[config.mk]
export PLATFORM = sky130hd
export DESIGN_NAME = bcs_charge_ctrl
export DESIGN_NICKNAME = d
export VERILOG_FILES = /design/src/design/bcs_pkg.sv /design/src/design/bcs_charge_ctrl.sv
export SDC_FILE = /design/constraint.sdc
export NUM_CORES = 1
export LEC_CHECK = 0
export BUFFER_PORTS_ARGS = -buffer_cell sky130_fd_sc_hd__buf_2
export CORE_ASPECT_RATIO = 0.8
export CORE_MARGIN = 2
export CORE_UTILIZATION = 65
export CTS_CLUSTER_DIAMETER = 30
export DETAILED_ROUTE_END_ITERATION = 8
export GPL_ROUTABILITY_DRIVEN = 0
export PLACE_DENSITY_LB_ADDON = 0.25
export SYNTH_ARGS = -nofsm -noshare
export SYNTH_HDL_FRONTEND = slang
export SYNTH_SLANG_ARGS = --single-unit
[constraint.sdc]
create_clock -name clk_i -period 12.2 [get_ports clk_i]
set_clock_uncertainty 0.05 [all_clocks]
set_input_delay 1.22 -clock clk_i [delete_from_list [all_inputs] [get_ports clk_i]]
set_output_delay 1.22 -clock clk_i [all_outputs]
set_load 0.005 [all_outputs]
[src/design/bcs_pkg.sv]
// Package for the battery charge-state control block: constants, types, state encoding
package bcs_pkg;

    // Clock rate and time base
    localparam int unsigned CLK_HZ         = 50_000_000;
    localparam int unsigned TICK_MS        = 1;
    localparam int unsigned TICK_CYCLES    = CLK_HZ / 1000 * TICK_MS;
    // Relax interval after total time-out in fast-charge
    localparam int unsigned RELAX_MS       = 32;
    localparam int unsigned RELAX_TICKS    = RELAX_MS / TICK_MS;
    // Safety timer periods in minutes
    localparam int unsigned PRE_MIN_0      = 40;
    localparam int unsigned PRE_MIN_1      = 60;
    localparam int unsigned PRE_MIN_2      = 80;
    localparam int unsigned TOT_MIN_0      = 3 * 60;
    localparam int unsigned TOT_MIN_1      = 4 * 60;
    localparam int unsigned TOT_MIN_2      = 5 * 60;
    localparam int unsigned MS_PER_MIN     = 60_000;

    // Current settings in mA for USB mode
    localparam logic [9:0] USB_HI_MA       = 10'd450;
    localparam logic [9:0] USB_LO_MA       = 10'd90;
    localparam logic [9:0] USB_PRE_MA      = 10'd45;
    localparam logic [9:0] USB_IN_HI_MA    = 10'd450;
    localparam logic [9:0] USB_IN_LO_MA    = 10'd100;
    // Divisors in AC mode
    localparam int unsigned AC_LOW_DIV     = 5;
    localparam int unsigned PRE_DIV        = 10;

    // Charge-state code field values
    localparam logic [1:0] CODE_PRE        = 2'h3;
    localparam logic [1:0] CODE_FAST       = 2'h1;
    localparam logic [1:0] CODE_EOC        = 2'h2;
    localparam logic [1:0] CODE_IDLE       = 2'h0;

    // Timer select code that disables a timer
    localparam logic [1:0] TIMER_OFF       = 2'h3;

    // Register bus map and bit positions
    localparam logic [3:0] ADDR_CTRL       = 4'h0;
    localparam logic [3:0] ADDR_STATUS     = 4'h1;
    localparam int unsigned CTRL_HOLD      = 0;
    localparam int unsigned CTRL_IN_CON    = 1;
    localparam int unsigned CTRL_IN_DIS    = 2;
    localparam int unsigned CTRL_EOC_IN    = 3;
    localparam int unsigned CTRL_EOC_OUT   = 4;
    localparam int unsigned CTRL_PRE_LSB   = 5;
    localparam int unsigned CTRL_TOT_LSB   = 7;
    localparam int unsigned ST_IN_FLAG     = 0;
    localparam int unsigned ST_IN_VALID    = 1;
    localparam int unsigned ST_AC_SEL      = 2;
    localparam int unsigned ST_CHG_FLAG    = 3;
    localparam int unsigned ST_EOC         = 4;
    localparam int unsigned ST_CODE_LSB    = 5;
    localparam logic [8:0]  CTRL_RESET     = 9'h000;

    typedef enum logic [2:0] {
        BCS_SUSPEND,
        BCS_PRECOND,
        BCS_FAST,
        BCS_TOPOFF,
        BCS_EOC,
        BCS_FAULT
    } bcs_state_t;

    // Analog comparator results
    typedef struct packed {
        logic ac_select_input;
        logic charge_level_input;
        logic input_valid;
        logic battery_present;
        logic above_precond;
        logic at_termination;
        logic below_recharge;
        logic current_at_eoc;
        logic current_reduced;
    } bcs_sense_t;

    // Power stage commands
    typedef struct packed {
        logic       charge_en;
        logic       cv_mode;
        logic [9:0] current_ma;
        logic [9:0] input_limit_ma;
        logic       use_current_set_pin;
        logic [3:0] current_set_pin_div;
    } bcs_drive_t;

endpackage : bcs_pkg

[src/design/bcs_charge_ctrl.sv]
// Charge-state machine, current mode select, safety timers and flag registers
`timescale 1ns/100ps
`default_nettype none

module bcs_charge_ctrl #(
    parameter int unsigned TICK_CYCLES = bcs_pkg::TICK_CYCLES,
    parameter int unsigned MS_PER_MIN  = bcs_pkg::MS_PER_MIN
) (
    // Clock and reset
    input  wire logic              clk_i,
    input  wire logic              rst_i,
    // Register port
    input  wire logic [3:0]        addr_i,
    input  wire logic [15:0]       wdata_i,
    input  wire logic              wr_i,
    input  wire logic              rd_i,
    output logic      [15:0]       rdata_o,
    // Analog comparators, asynchronous to clk_i
    input  wire bcs_pkg::bcs_sense_t sense_i,
    // Power stage
    output bcs_pkg::bcs_drive_t    drive_o,
    // Pins
    output logic                   irq_n_o,
    output logic                   charging_indicator_n_o,
    output logic                   charging_indicator_oe_o
);

    localparam int unsigned SW = $bits(bcs_pkg::bcs_sense_t);

    typedef struct packed {
        logic [SW-1:0]       sync1;
        logic [SW-1:0]       sync2;
        logic                valid_d;
        bcs_pkg::bcs_state_t state;
        logic [8:0]          ctrl;
        logic                hold_d;
        logic                in_flag;
        logic                chg_flag;
        logic [31:0]         tick_cnt;
        logic                tick;
        logic                half;
        logic [31:0]         pre_ms;
        logic [31:0]         tot_ms;
        logic [5:0]          relax;
        logic                relax_on;
        logic [15:0]         rdata;
        bcs_pkg::bcs_drive_t drive;
        logic                irq_n;
        logic                ind_oe;
    } bcs_regs_t;

    bcs_regs_t r_reg;
    bcs_regs_t r_next;

    // Period in ms for a select code; zero means the timer is disabled
    function automatic logic [31:0] limit_ms(input logic [1:0] sel, input logic total);
        logic [31:0] mins;
        mins = 32'd0;
        unique case (sel)
            2'h0: mins = total ? 32'(bcs_pkg::TOT_MIN_0) : 32'(bcs_pkg::PRE_MIN_0);
            2'h1: mins = total ? 32'(bcs_pkg::TOT_MIN_1) : 32'(bcs_pkg::PRE_MIN_1);
            2'h2: mins = total ? 32'(bcs_pkg::TOT_MIN_2) : 32'(bcs_pkg::PRE_MIN_2);
            2'h3: mins = 32'd0;
        endcase
        return 32'(mins * MS_PER_MIN);
    endfunction : limit_ms

    // State code readout
    function automatic logic [1:0] state_code(input bcs_pkg::bcs_state_t s);
        logic [1:0] c;
        c = bcs_pkg::CODE_IDLE;
        unique case (s)
            bcs_pkg::BCS_PRECOND: c = bcs_pkg::CODE_PRE;
            bcs_pkg::BCS_FAST,
            bcs_pkg::BCS_TOPOFF:  c = bcs_pkg::CODE_FAST;
            bcs_pkg::BCS_EOC:     c = bcs_pkg::CODE_EOC;
            default:              c = bcs_pkg::CODE_IDLE;
        endcase
        return c;
    endfunction : state_code

    bcs_pkg::bcs_sense_t s;
    assign s = bcs_pkg::bcs_sense_t'(r_reg.sync2);

    // Next-state logic for the whole block
    always_comb begin
        logic        pre_exp;
        logic        tot_exp;
        logic        fault_cond;
        logic        conn_ev;
        logic        disc_ev;
        logic        in_eoc;
        logic        was_eoc;
        logic        rd_st;
        logic [15:0] st;
        pre_exp    = 1'b0;
        tot_exp    = 1'b0;
        fault_cond = 1'b0;
        conn_ev    = 1'b0;
        disc_ev    = 1'b0;
        in_eoc     = 1'b0;
        was_eoc    = 1'b0;
        rd_st      = 1'b0;
        st         = 16'h0000;
        r_next     = r_reg;

        // Two-flop synchroniser on every comparator input
        r_next.sync1 = sense_i;
        r_next.sync2 = r_reg.sync1;
        r_next.valid_d = s.input_valid;
        r_next.hold_d  = r_reg.ctrl[bcs_pkg::CTRL_HOLD];

        // Millisecond tick
        r_next.tick = 1'b0;
        if (r_reg.tick_cnt >= 32'(TICK_CYCLES - 1)) begin
            r_next.tick_cnt = 32'h0;
            r_next.tick     = 1'b1;
        end else begin
            r_next.tick_cnt = r_reg.tick_cnt + 32'h1;
        end

        // Safety timers run at half rate while current is reduced, stretching the period
        pre_exp = (r_reg.ctrl[bcs_pkg::CTRL_PRE_LSB +: 2] != bcs_pkg::TIMER_OFF)
                  && (r_reg.pre_ms >= limit_ms(r_reg.ctrl[bcs_pkg::CTRL_PRE_LSB +: 2], 1'b0));
        tot_exp = (r_reg.ctrl[bcs_pkg::CTRL_TOT_LSB +: 2] != bcs_pkg::TIMER_OFF)
                  && (r_reg.tot_ms >= limit_ms(r_reg.ctrl[bcs_pkg::CTRL_TOT_LSB +: 2], 1'b1));
        // The tick counter is always zero beside a tick, so a separate toggle picks skipped ticks
        if (r_reg.tick && s.current_reduced)
            r_next.half = !r_reg.half;
        if (r_reg.tick && !(s.current_reduced && r_reg.half)) begin
            if (r_reg.state == bcs_pkg::BCS_PRECOND)
                r_next.pre_ms = r_reg.pre_ms + 32'h1;
            if (r_reg.state == bcs_pkg::BCS_PRECOND || r_reg.state == bcs_pkg::BCS_FAST
                || r_reg.state == bcs_pkg::BCS_TOPOFF)
                r_next.tot_ms = r_reg.tot_ms + 32'h1;
        end
        if (r_reg.relax_on && r_reg.tick)
            r_next.relax = r_reg.relax + 6'h1;

        // Charge-state machine
        fault_cond = !s.battery_present || !s.input_valid
                     || r_reg.ctrl[bcs_pkg::CTRL_HOLD];
        if (fault_cond) begin
            r_next.state = bcs_pkg::BCS_SUSPEND;
        end else begin
            unique case (r_reg.state)
                bcs_pkg::BCS_SUSPEND:
                    r_next.state = bcs_pkg::BCS_PRECOND;
                bcs_pkg::BCS_PRECOND:
                    if (s.above_precond)
                        r_next.state = bcs_pkg::BCS_FAST;
                    else if (pre_exp)
                        r_next.state = bcs_pkg::BCS_FAULT;
                bcs_pkg::BCS_FAST:
                    if (s.at_termination)
                        r_next.state = bcs_pkg::BCS_TOPOFF;
                    else if (tot_exp) begin
                        r_next.state    = bcs_pkg::BCS_EOC;
                        r_next.relax_on = 1'b1;
                        r_next.relax    = 6'h0;
                    end
                bcs_pkg::BCS_TOPOFF:
                    if (s.current_at_eoc || tot_exp)
                        r_next.state = bcs_pkg::BCS_EOC;
                bcs_pkg::BCS_EOC:
                    if ((r_reg.relax_on && r_reg.relax >= 6'(bcs_pkg::RELAX_TICKS))
                        || (!r_reg.relax_on && s.below_recharge)) begin
                        r_next.state    = bcs_pkg::BCS_PRECOND;
                        r_next.relax_on = 1'b0;
                    end
                bcs_pkg::BCS_FAULT:
                    r_next.state = bcs_pkg::BCS_FAULT;
            endcase
        end
        // A new cycle restarts both safety timers
        if (r_next.state == bcs_pkg::BCS_PRECOND && r_reg.state != bcs_pkg::BCS_PRECOND) begin
            r_next.pre_ms = 32'h0;
            r_next.tot_ms = 32'h0;
        end
        if (r_next.state != bcs_pkg::BCS_EOC)
            r_next.relax_on = 1'b0;

        // Events
        conn_ev = s.input_valid && !r_reg.valid_d;
        disc_ev = !s.input_valid && r_reg.valid_d;
        in_eoc  = r_next.state == bcs_pkg::BCS_EOC;
        was_eoc = r_reg.state == bcs_pkg::BCS_EOC;

        // Register port: writes to control, reads of status clear flags
        rd_st = rd_i && addr_i == bcs_pkg::ADDR_STATUS;
        if (wr_i && addr_i == bcs_pkg::ADDR_CTRL)
            r_next.ctrl = wdata_i[8:0];
        if (rd_st) begin
            r_next.in_flag  = 1'b0;
            r_next.chg_flag = 1'b0;
        end
        // Set wins over the clearing read
        if ((conn_ev && r_reg.ctrl[bcs_pkg::CTRL_IN_CON])
            || (disc_ev && r_reg.ctrl[bcs_pkg::CTRL_IN_DIS]))
            r_next.in_flag = 1'b1;
        if ((in_eoc && !was_eoc && r_reg.ctrl[bcs_pkg::CTRL_EOC_IN])
            || (!in_eoc && was_eoc && r_reg.ctrl[bcs_pkg::CTRL_EOC_OUT]))
            r_next.chg_flag = 1'b1;

        st[bcs_pkg::ST_IN_FLAG]  = r_reg.in_flag;
        st[bcs_pkg::ST_IN_VALID] = s.input_valid;
        st[bcs_pkg::ST_AC_SEL]   = s.ac_select_input;
        st[bcs_pkg::ST_CHG_FLAG] = r_reg.chg_flag;
        st[bcs_pkg::ST_EOC]      = was_eoc;
        st[bcs_pkg::ST_CODE_LSB +: 2] = state_code(r_reg.state);
        r_next.rdata = 16'h0000;
        if (rd_i && addr_i == bcs_pkg::ADDR_CTRL)
            r_next.rdata = {7'h00, r_reg.ctrl};
        else if (rd_st)
            r_next.rdata = st;

        // Current mode select
        r_next.drive.charge_en = r_next.state == bcs_pkg::BCS_PRECOND
                                 || r_next.state == bcs_pkg::BCS_FAST
                                 || r_next.state == bcs_pkg::BCS_TOPOFF;
        r_next.drive.cv_mode   = r_next.state == bcs_pkg::BCS_TOPOFF;
        r_next.drive.use_current_set_pin  = s.ac_select_input;
        if (s.ac_select_input) begin
            r_next.drive.input_limit_ma = 10'h000;
            r_next.drive.current_ma     = 10'h000;
            if (r_next.state == bcs_pkg::BCS_PRECOND)
                r_next.drive.current_set_pin_div = s.charge_level_input
                    ? 4'(bcs_pkg::PRE_DIV) : 4'(bcs_pkg::PRE_DIV);
            else
                r_next.drive.current_set_pin_div = s.charge_level_input
                    ? 4'h1 : 4'(bcs_pkg::AC_LOW_DIV);
        end else begin
            r_next.drive.current_set_pin_div = 4'h1;
            r_next.drive.input_limit_ma = s.charge_level_input
                ? bcs_pkg::USB_IN_HI_MA : bcs_pkg::USB_IN_LO_MA;
            if (r_next.state == bcs_pkg::BCS_PRECOND)
                r_next.drive.current_ma = bcs_pkg::USB_PRE_MA;
            else
                r_next.drive.current_ma = s.charge_level_input
                    ? bcs_pkg::USB_HI_MA : bcs_pkg::USB_LO_MA;
        end

        r_next.irq_n  = !(r_next.in_flag || r_next.chg_flag);
        r_next.ind_oe = r_next.drive.charge_en;
    end

    // State register
    always_ff @(posedge clk_i or posedge rst_i) begin
        if (rst_i) begin
            r_reg          <= '0;
            r_reg.state    <= bcs_pkg::BCS_SUSPEND;
            r_reg.ctrl     <= bcs_pkg::CTRL_RESET;
            r_reg.irq_n    <= 1'b1;
            r_reg.drive.current_set_pin_div <= 4'h1;
        end else begin
            r_reg <= r_next;
        end
    end

    assign rdata_o                 = r_reg.rdata;
    assign drive_o                 = r_reg.drive;
    assign irq_n_o                 = r_reg.irq_n;
    assign charging_indicator_n_o  = 1'b0; // Open drain: only sinks
    assign charging_indicator_oe_o = r_reg.ind_oe;

    // Assertions
    a_fault_is_suspend: assert property (@(posedge clk_i) disable iff (rst_i)
        (!s.battery_present || !s.input_valid) |=> r_reg.state == bcs_pkg::BCS_SUSPEND)
        else $error("suspend not entered on bad input or battery");
    a_irq_tracks_flags: assert property (@(posedge clk_i) disable iff (rst_i)
        (r_reg.in_flag || r_reg.chg_flag) |-> !irq_n_o)
        else $error("irq line high while a flag is pending");
    a_read_clears_flag: assert property (@(posedge clk_i) disable iff (rst_i)
        (rd_i && addr_i == bcs_pkg::ADDR_STATUS && !r_next.in_flag) |=> !r_reg.in_flag)
        else $error("input flag not cleared by read");
    a_read_returns_flag: assert property (@(posedge clk_i) disable iff (rst_i)
        (rd_i && addr_i == bcs_pkg::ADDR_STATUS) |=>
        rdata_o[bcs_pkg::ST_CHG_FLAG] == $past(r_reg.chg_flag))
        else $error("charger flag readout wrong");
    a_indicator_active: assert property (@(posedge clk_i) disable iff (rst_i)
        r_reg.state == bcs_pkg::BCS_EOC |-> !charging_indicator_oe_o)
        else $error("indicator driven in end-of-charge");
    a_precond_to_fast: assert property (@(posedge clk_i) disable iff (rst_i)
        (r_reg.state == bcs_pkg::BCS_PRECOND && s.above_precond && s.battery_present
         && s.input_valid && !r_reg.ctrl[bcs_pkg::CTRL_HOLD]) |=> r_reg.state == bcs_pkg::BCS_FAST)
        else $error("precondition did not advance");
    a_eoc_set_flag: assert property (@(posedge clk_i) disable iff (rst_i)
        (r_next.state == bcs_pkg::BCS_EOC && r_reg.state != bcs_pkg::BCS_EOC
         && r_reg.ctrl[bcs_pkg::CTRL_EOC_IN]) |=> r_reg.chg_flag && !irq_n_o)
        else $error("eoc entry flag not raised");
    a_usb_low_limit: assert property (@(posedge clk_i) disable iff (rst_i)
        (!s.ac_select_input && !s.charge_level_input) |=>
        drive_o.input_limit_ma == bcs_pkg::USB_IN_LO_MA)
        else $error("usb low input limit wrong");

endmodule : bcs_charge_ctrl

`default_nettype wire

Word-level counts from Yosys, hierarchy flattened
Cells that the tools add are included.
{ "totals": {"register_bits": 182, "in_bits": 33, "wordCells": 145} }
{ "op_classes": {"addsub": 4, "n_mul": 2, "n_lt_le_gt_ge": 4, "eq_ne": 24, "mux": 37, "reduce_logical": 52} }
{ "op_table": {"columns": ["operator", "n"], "rows": [
  ["one-hot mux 32 bit (4 select lines)", 2],
  ["2-to-1 mux 64 bit", 2],
  ["adder 32 x 1 -> 32 bit, second input constant", 3],
  ["2-to-1 mux 32 bit", 3],
  ["greater-or-equal comparator 32 bit", 2],
  ["multiplier 32 x 11 -> 27 bit, second input constant", 2],
  ["2-to-1 mux 9 bit", 4],
  ["greater-or-equal comparator 32 x 16 -> 1 bit, second input constant", 1],
  ["2-to-1 mux 7 bit", 4],
  ["2-to-1 mux 3 bit", 8],
  ["logical AND 1 bit", 20],
  ["2-to-1 mux 19 bit", 1],
  ["one-hot mux 3 bit (6 select lines)", 1],
  ["equality test 3 x 2 -> 1 bit, second input constant", 4],
  ["2-to-1 mux 6 bit", 2],
  ["logical OR 1 bit", 11],
  ["equality test 3 bit, second input constant", 3],
  ["zero test 1 bit", 9],
  ["equality test 2 bit, second input constant", 4],
  ["2-to-1 mux 4 bit", 2],
  ["adder 6 x 1 -> 6 bit, second input constant", 1],
  ["equality test 3 x 1 -> 1 bit, second input constant", 2],
  ["greater-or-equal comparator 6 bit, second input constant", 1],
  ["!= test 3 x 1 -> 1 bit, second input constant", 2],
  ["18 further kinds", 29]
]} }

Longest topological paths before layout
{ "depth": {"ltp_word": 17, "depth_mapped": 22, "ltp_nobuf": 20} }

Worst setup path before layout
No wires, ideal clock.
{ "synth_path": {"path_kind": "register to register", "startpoint": "register r_reg[159] (netlist name)", "endpoint": "register r_reg[100] (netlist name)", "setup_ps": 119, "arrival_ps": 3944, "path_slack_ps": 8087, "path_stages_with_launch": 22, "cell_sequence": "dfrtp_1 > inv_1 > ha_1 > clkbuf_1 > xnor2_1 > nor2_1 > ha_1 > ha_1 > a22oi_1 > nand2_1 > a41oi_1 > o21ai_0 > o21a_1 > ha_1 > nor4_1 > nand3_1 > a21oi_1 > o41a_1 > a31oi_2 > nor3_4 > buf_6 > nor2_2"} }
{ "synth_via": {"elab_chain_cells": 13} }
{ "synth_lines": {"columns": ["item", "line", "text"], "rows": [
  ["from (decl)", "bcs_charge_ctrl.sv:52", "bcs_regs_t r_reg;"],
  ["from (signal assigned)", "bcs_charge_ctrl.sv:256", "r_reg <= r_next;"],
  ["equality test 2 bit, or another cell as far along", "bcs_charge_ctrl.sv:59", "unique case (sel)"],
  ["one-hot mux 32 bit (4 select lines)", "bcs_charge_ctrl.sv:59", null],
  ["multiplier 32 x 11 -> 27 bit", "bcs_charge_ctrl.sv:65", "return 32'(mins * MS_PER_MIN);"],
  ["greater-or-equal comparator 32 bit", "bcs_charge_ctrl.sv:124", "&& (r_reg.pre_ms >= limit_ms(r_reg.ctrl[bcs_pkg::CTRL_PRE_LSB +: 2], 1'b0));"],
  ["logical AND 1 bit (*)", "bcs_charge_ctrl.sv:124", null],
  ["2-to-1 mux 3 bit (*)", "bcs_charge_ctrl.sv:152", "else if (pre_exp)"],
  ["2-to-1 mux 3 bit (*)", "bcs_charge_ctrl.sv:150", "if (s.above_precond)"],
  ["one-hot mux 3 bit (6 select lines) (*)", "bcs_charge_ctrl.sv:146", "unique case (r_reg.state)"],
  ["2-to-1 mux 3 bit (*)", "bcs_charge_ctrl.sv:143", "if (fault_cond) begin"],
  ["equality test 3 x 1 -> 1 bit (*)", "bcs_charge_ctrl.sv:176", "if (r_next.state == bcs_pkg::BCS_PRECOND && r_reg.state != bcs_pkg::BCS_PRECOND) begin"],
  ["logical AND 1 bit (*)", "bcs_charge_ctrl.sv:176", null],
  ["nonzero test 2 bit (no source line)", null, null],
  ["AND reduction 2 bit (no source line)", null, null]
]} }
Mark *: on every way between the ends. The rest lies on a longest branch, timed or not. The select of a mux whose other input is x is not followed.
A chain may end at the register's enable or synchronous reset.

Worst setup path in the final report
{ "layout_path": {"startpoint": "register r_reg[159] (netlist name)", "endpoint": "register r_reg[84] (netlist name)"} }
The elaborated chain is that of the path after synthesis.

==> results list <==
- For this design the static power due to leakage is approximately 0.0045 µW.
- The detailed router finished its first iteration with 490 violations.
- Synthesis produced ~850 cells.
* Final slew viol count: 0
* Critical path startpoint category: flip-flop
* Detailed-placement wirelength estimate: around 12,000 µm
- For this run, the total global-route usage over all layers was measured as 0.264.
* Most frequent cell after synthesis: dfrtp_1
* Final period demand of the worst path: 5230 ps
* Most instantiated cells after synthesis: 160 x dfrtp_1, 119 x nor2_1, 67 x ha_1
- Wire length of the first global-routing pass: 29,600 µm
- The flow ran to the end, and the final reports show no timing, DRC or antenna violations.
* DRC violation count after routing: 0
- Counting flops and latches in the post-synthesis netlist gives 162.
- CP Launch Point: r_reg[159]
- Unique cell type count in the Yosys netlist: 73
* Dominant register cell in the synthesized netlist: dfrtp_1
- The final layout contains routed wiring with a total length of 17,500 µm.
- The number of antenna diodes in the final layout is 0.
- Final Hold Viols: 0
- In this run, synthesis inferred 0 flip-flops with an integrated enable.
* Max FFs per register: 119
- The H-tree was split into 4 levels.
- Clock insertion delay at the later pin of the skew report: 430 ps
* Antenna-violating nets left: 0
- Number of global-route vias before repair: 6,106
- For the worst setup path, the data arrival time is 5460 ps.
* Area Overhead vs Synth: 7.99%
- The tightest min-delay check is of the flip-flop to flip-flop type.
- The number of antenna violations at the first check in global routing is 0.
- Tot Pwr: 1300 µW
* Sinks on Clock Net: roughly 160
* Power per cell area: between 100 and 150 mW/mm²
* Startpoint of the lowest-slack hold path: r_next[172]
- I/O pin total: between 70 and 80
- Hold repair after CTS inserted 0 buffers.
- X dimension of the die: 133 µm
- The worst-case IR drop observed on VDD is 0.125 mV.
- Clock edge transition at the registers on the reported setup and hold paths: 70 ps
- The biggest area contributor in the post-synthesis netlist is dfrtp_1.
- Std cell rows: 37
- By area the synthesized netlist is led by dfrtp_1 46%, ha_1 9.7%, nor2_1 5.2%.
- Start-to-end type of the worst setup path: flip-flop to flip-flop
- Cell area after synthesis: 0.00866 mm²
- Buffers placed on the I/O ports in this run total slightly below 60.
* Area share of the leading cell type in the synthesized netlist: 0.462
- Number of instances resized during post-cts repair: 0
- In this run the standard cell core region covers 0.0129 mm².
* Number of setup buffers added after CTS: 0
- Starting density of the core: 0.671
- Averaged over all synthesized cells, the footprint is slightly above 10 µm².
* Share of synthesized registers carrying an async set or reset: 1.00
- Max_cap viols: 0
- Worst flop-to-flop path startpoint: r_reg[159]
- Total Die Area: 0.0143 mm²
- Measured slew at the worst slew-check pin: 1040 ps
- Count of yosys warnings during synthesis: 0
* Maximum number of pins on one net before global-route repair: 86
- Critical path peak fanout: between 60 and 70
- Setup repair after global routing left no endpoint under its margin.
* CTS Root Cell: clkbuf_16
- Die height: approximately 110 µm
- CTS tree: built
- At the end of the flow, the number of nets in the layout was 993.
* Final Setup Violations: 0
- Global routing finished with a remaining overflow of 0.
* Highest attainable clock frequency: 191 MHz
- Category of the worst setup path capture point: flip-flop
- Routed vias: 6,109
* Fill cell count: 903
- Setup total negative slack on the finished layout was measured at 0 ps.
- Sequential area share after synthesis: 0.468
- Routed wire length per instance: 16.2 µm
- Buffer depth of the longest clock path: 2
- Headroom to the max-slew limit: 0.310
* Final worst-path cycle share: 0.429
- Of the cells placed in the final design, the portion with a size suffix greater than 1 is 0.150.
* First drt pass iteration count: 6
- Number of clock buffers inserted by TritonCTS: 17
* Number of vias per cell after detailed routing: 5.66
- Data required time at the worst endpoint: 12,430 ps
-- placed cells by master, fill, tap and decap left out, types with 4 or more instances in the layout --
cell type and n:
mux2_2 10, and3_1 10, dfrtp_1 160, xnor2_1 38
nand4_1 18, and4_1 5, inv_6 4, nor4_1 10
nor2b_1 7, nand2_1 59, a21oi_1 24, a21o_1 4
nand3_1 41, o21ai_0 18, buf_2 58, nor3_1 21
xor2_1 49, nor2_2 10, inv_1 40, conb_1 29
clkbuf_16 17, ha_1 67, nor2_1 119
-- area by class of cell --
cell class                      instances  area, µm²  share of cell area
Sequential cell                       162       4060               0.434
Clock inverter                         13        104              0.0111
Timing Repair Buffer                   60        305              0.0326
Clock buffer                           18        439              0.0469
Multi-Input combinational cell        609       4070               0.435
Inverter                               42        163              0.0174
Tap cell                              175        219              0.0234
-- through the flow --
step	hold WS, ps	setup WS, ps	cell area [µm²]	util	std cells
2_1_floorplan	281	6560	8770	-	877
3_3_place_gp	283	7270	8810	0.682	1048
3_5_place_dp	285	7040	8810	0.682	1048
4_1_cts	299	6980	9360	0.724	1079
5_1_grt	308	6580	9360	0.724	1079
6_report	297	6970	9360	0.724	1079
-- worst paths after layout --
check / end / slack [ps] / cells after the start
worst max-delay path: r_reg[84] / 6970 / 19
worst min-delay path: s[6] / 300 / 0
worst max register to register: r_reg[84] / 6970 / 19
worst min register to register: s[6] / 300 / 0
max in group asynchronous: r_reg[133] / 9700 / 3
min in group asynchronous: r_reg[69] / 840 / 2
-- report_power, final --
part	switching (µW)	total, µW	internal, µW	leakage, µW
Sequential	28.0	592	564	0.00213
Combinational	131	212	81.7	0.00207
Clock	226	494	268	0.000263
Total	384	1300	914	0.00446
-- per-layer routing --
metal,vias up,global-route usage,wire length [µm]
met2,211,0.429,8320
met4,0,0.0814,258
met1,2980,0.355,7990
li1,2888,-,-
met3,30,0.0631,946
met5,-,0,0
-- kinds of logic (layout without fill, tap and decap cells) --
logic type	count (synthesis)	after routing	share of synthesized area
mux	13	13	0.0165
buf+inv	106	133	0.0742
simple gates	327	327	0.187
other cells	1	29	0.000433
xor+xnor	87	87	0.0879
fa+ha+maj	68	68	0.0991
flops	162	162	0.468
compound gates	85	85	0.0664
-- worst max-delay path: stages, from the launching register on --
cell     delay [ps]
dfrtp_1         640
inv_1           200
ha_1            290
ha_1            340
ha_1            310
ha_1            290
a22oi_1         140
nand2_1          80
a41oi_1         260
o21ai_0         130
o21a_1          190
ha_1            190
nor4_1          270
nand3_1         150
a21oi_1         210
o41a_1          210
a31oi_2         170
nor3_4          160
buf_4           590
o21ai_0         210
Power figures use the tool's default switching activity.
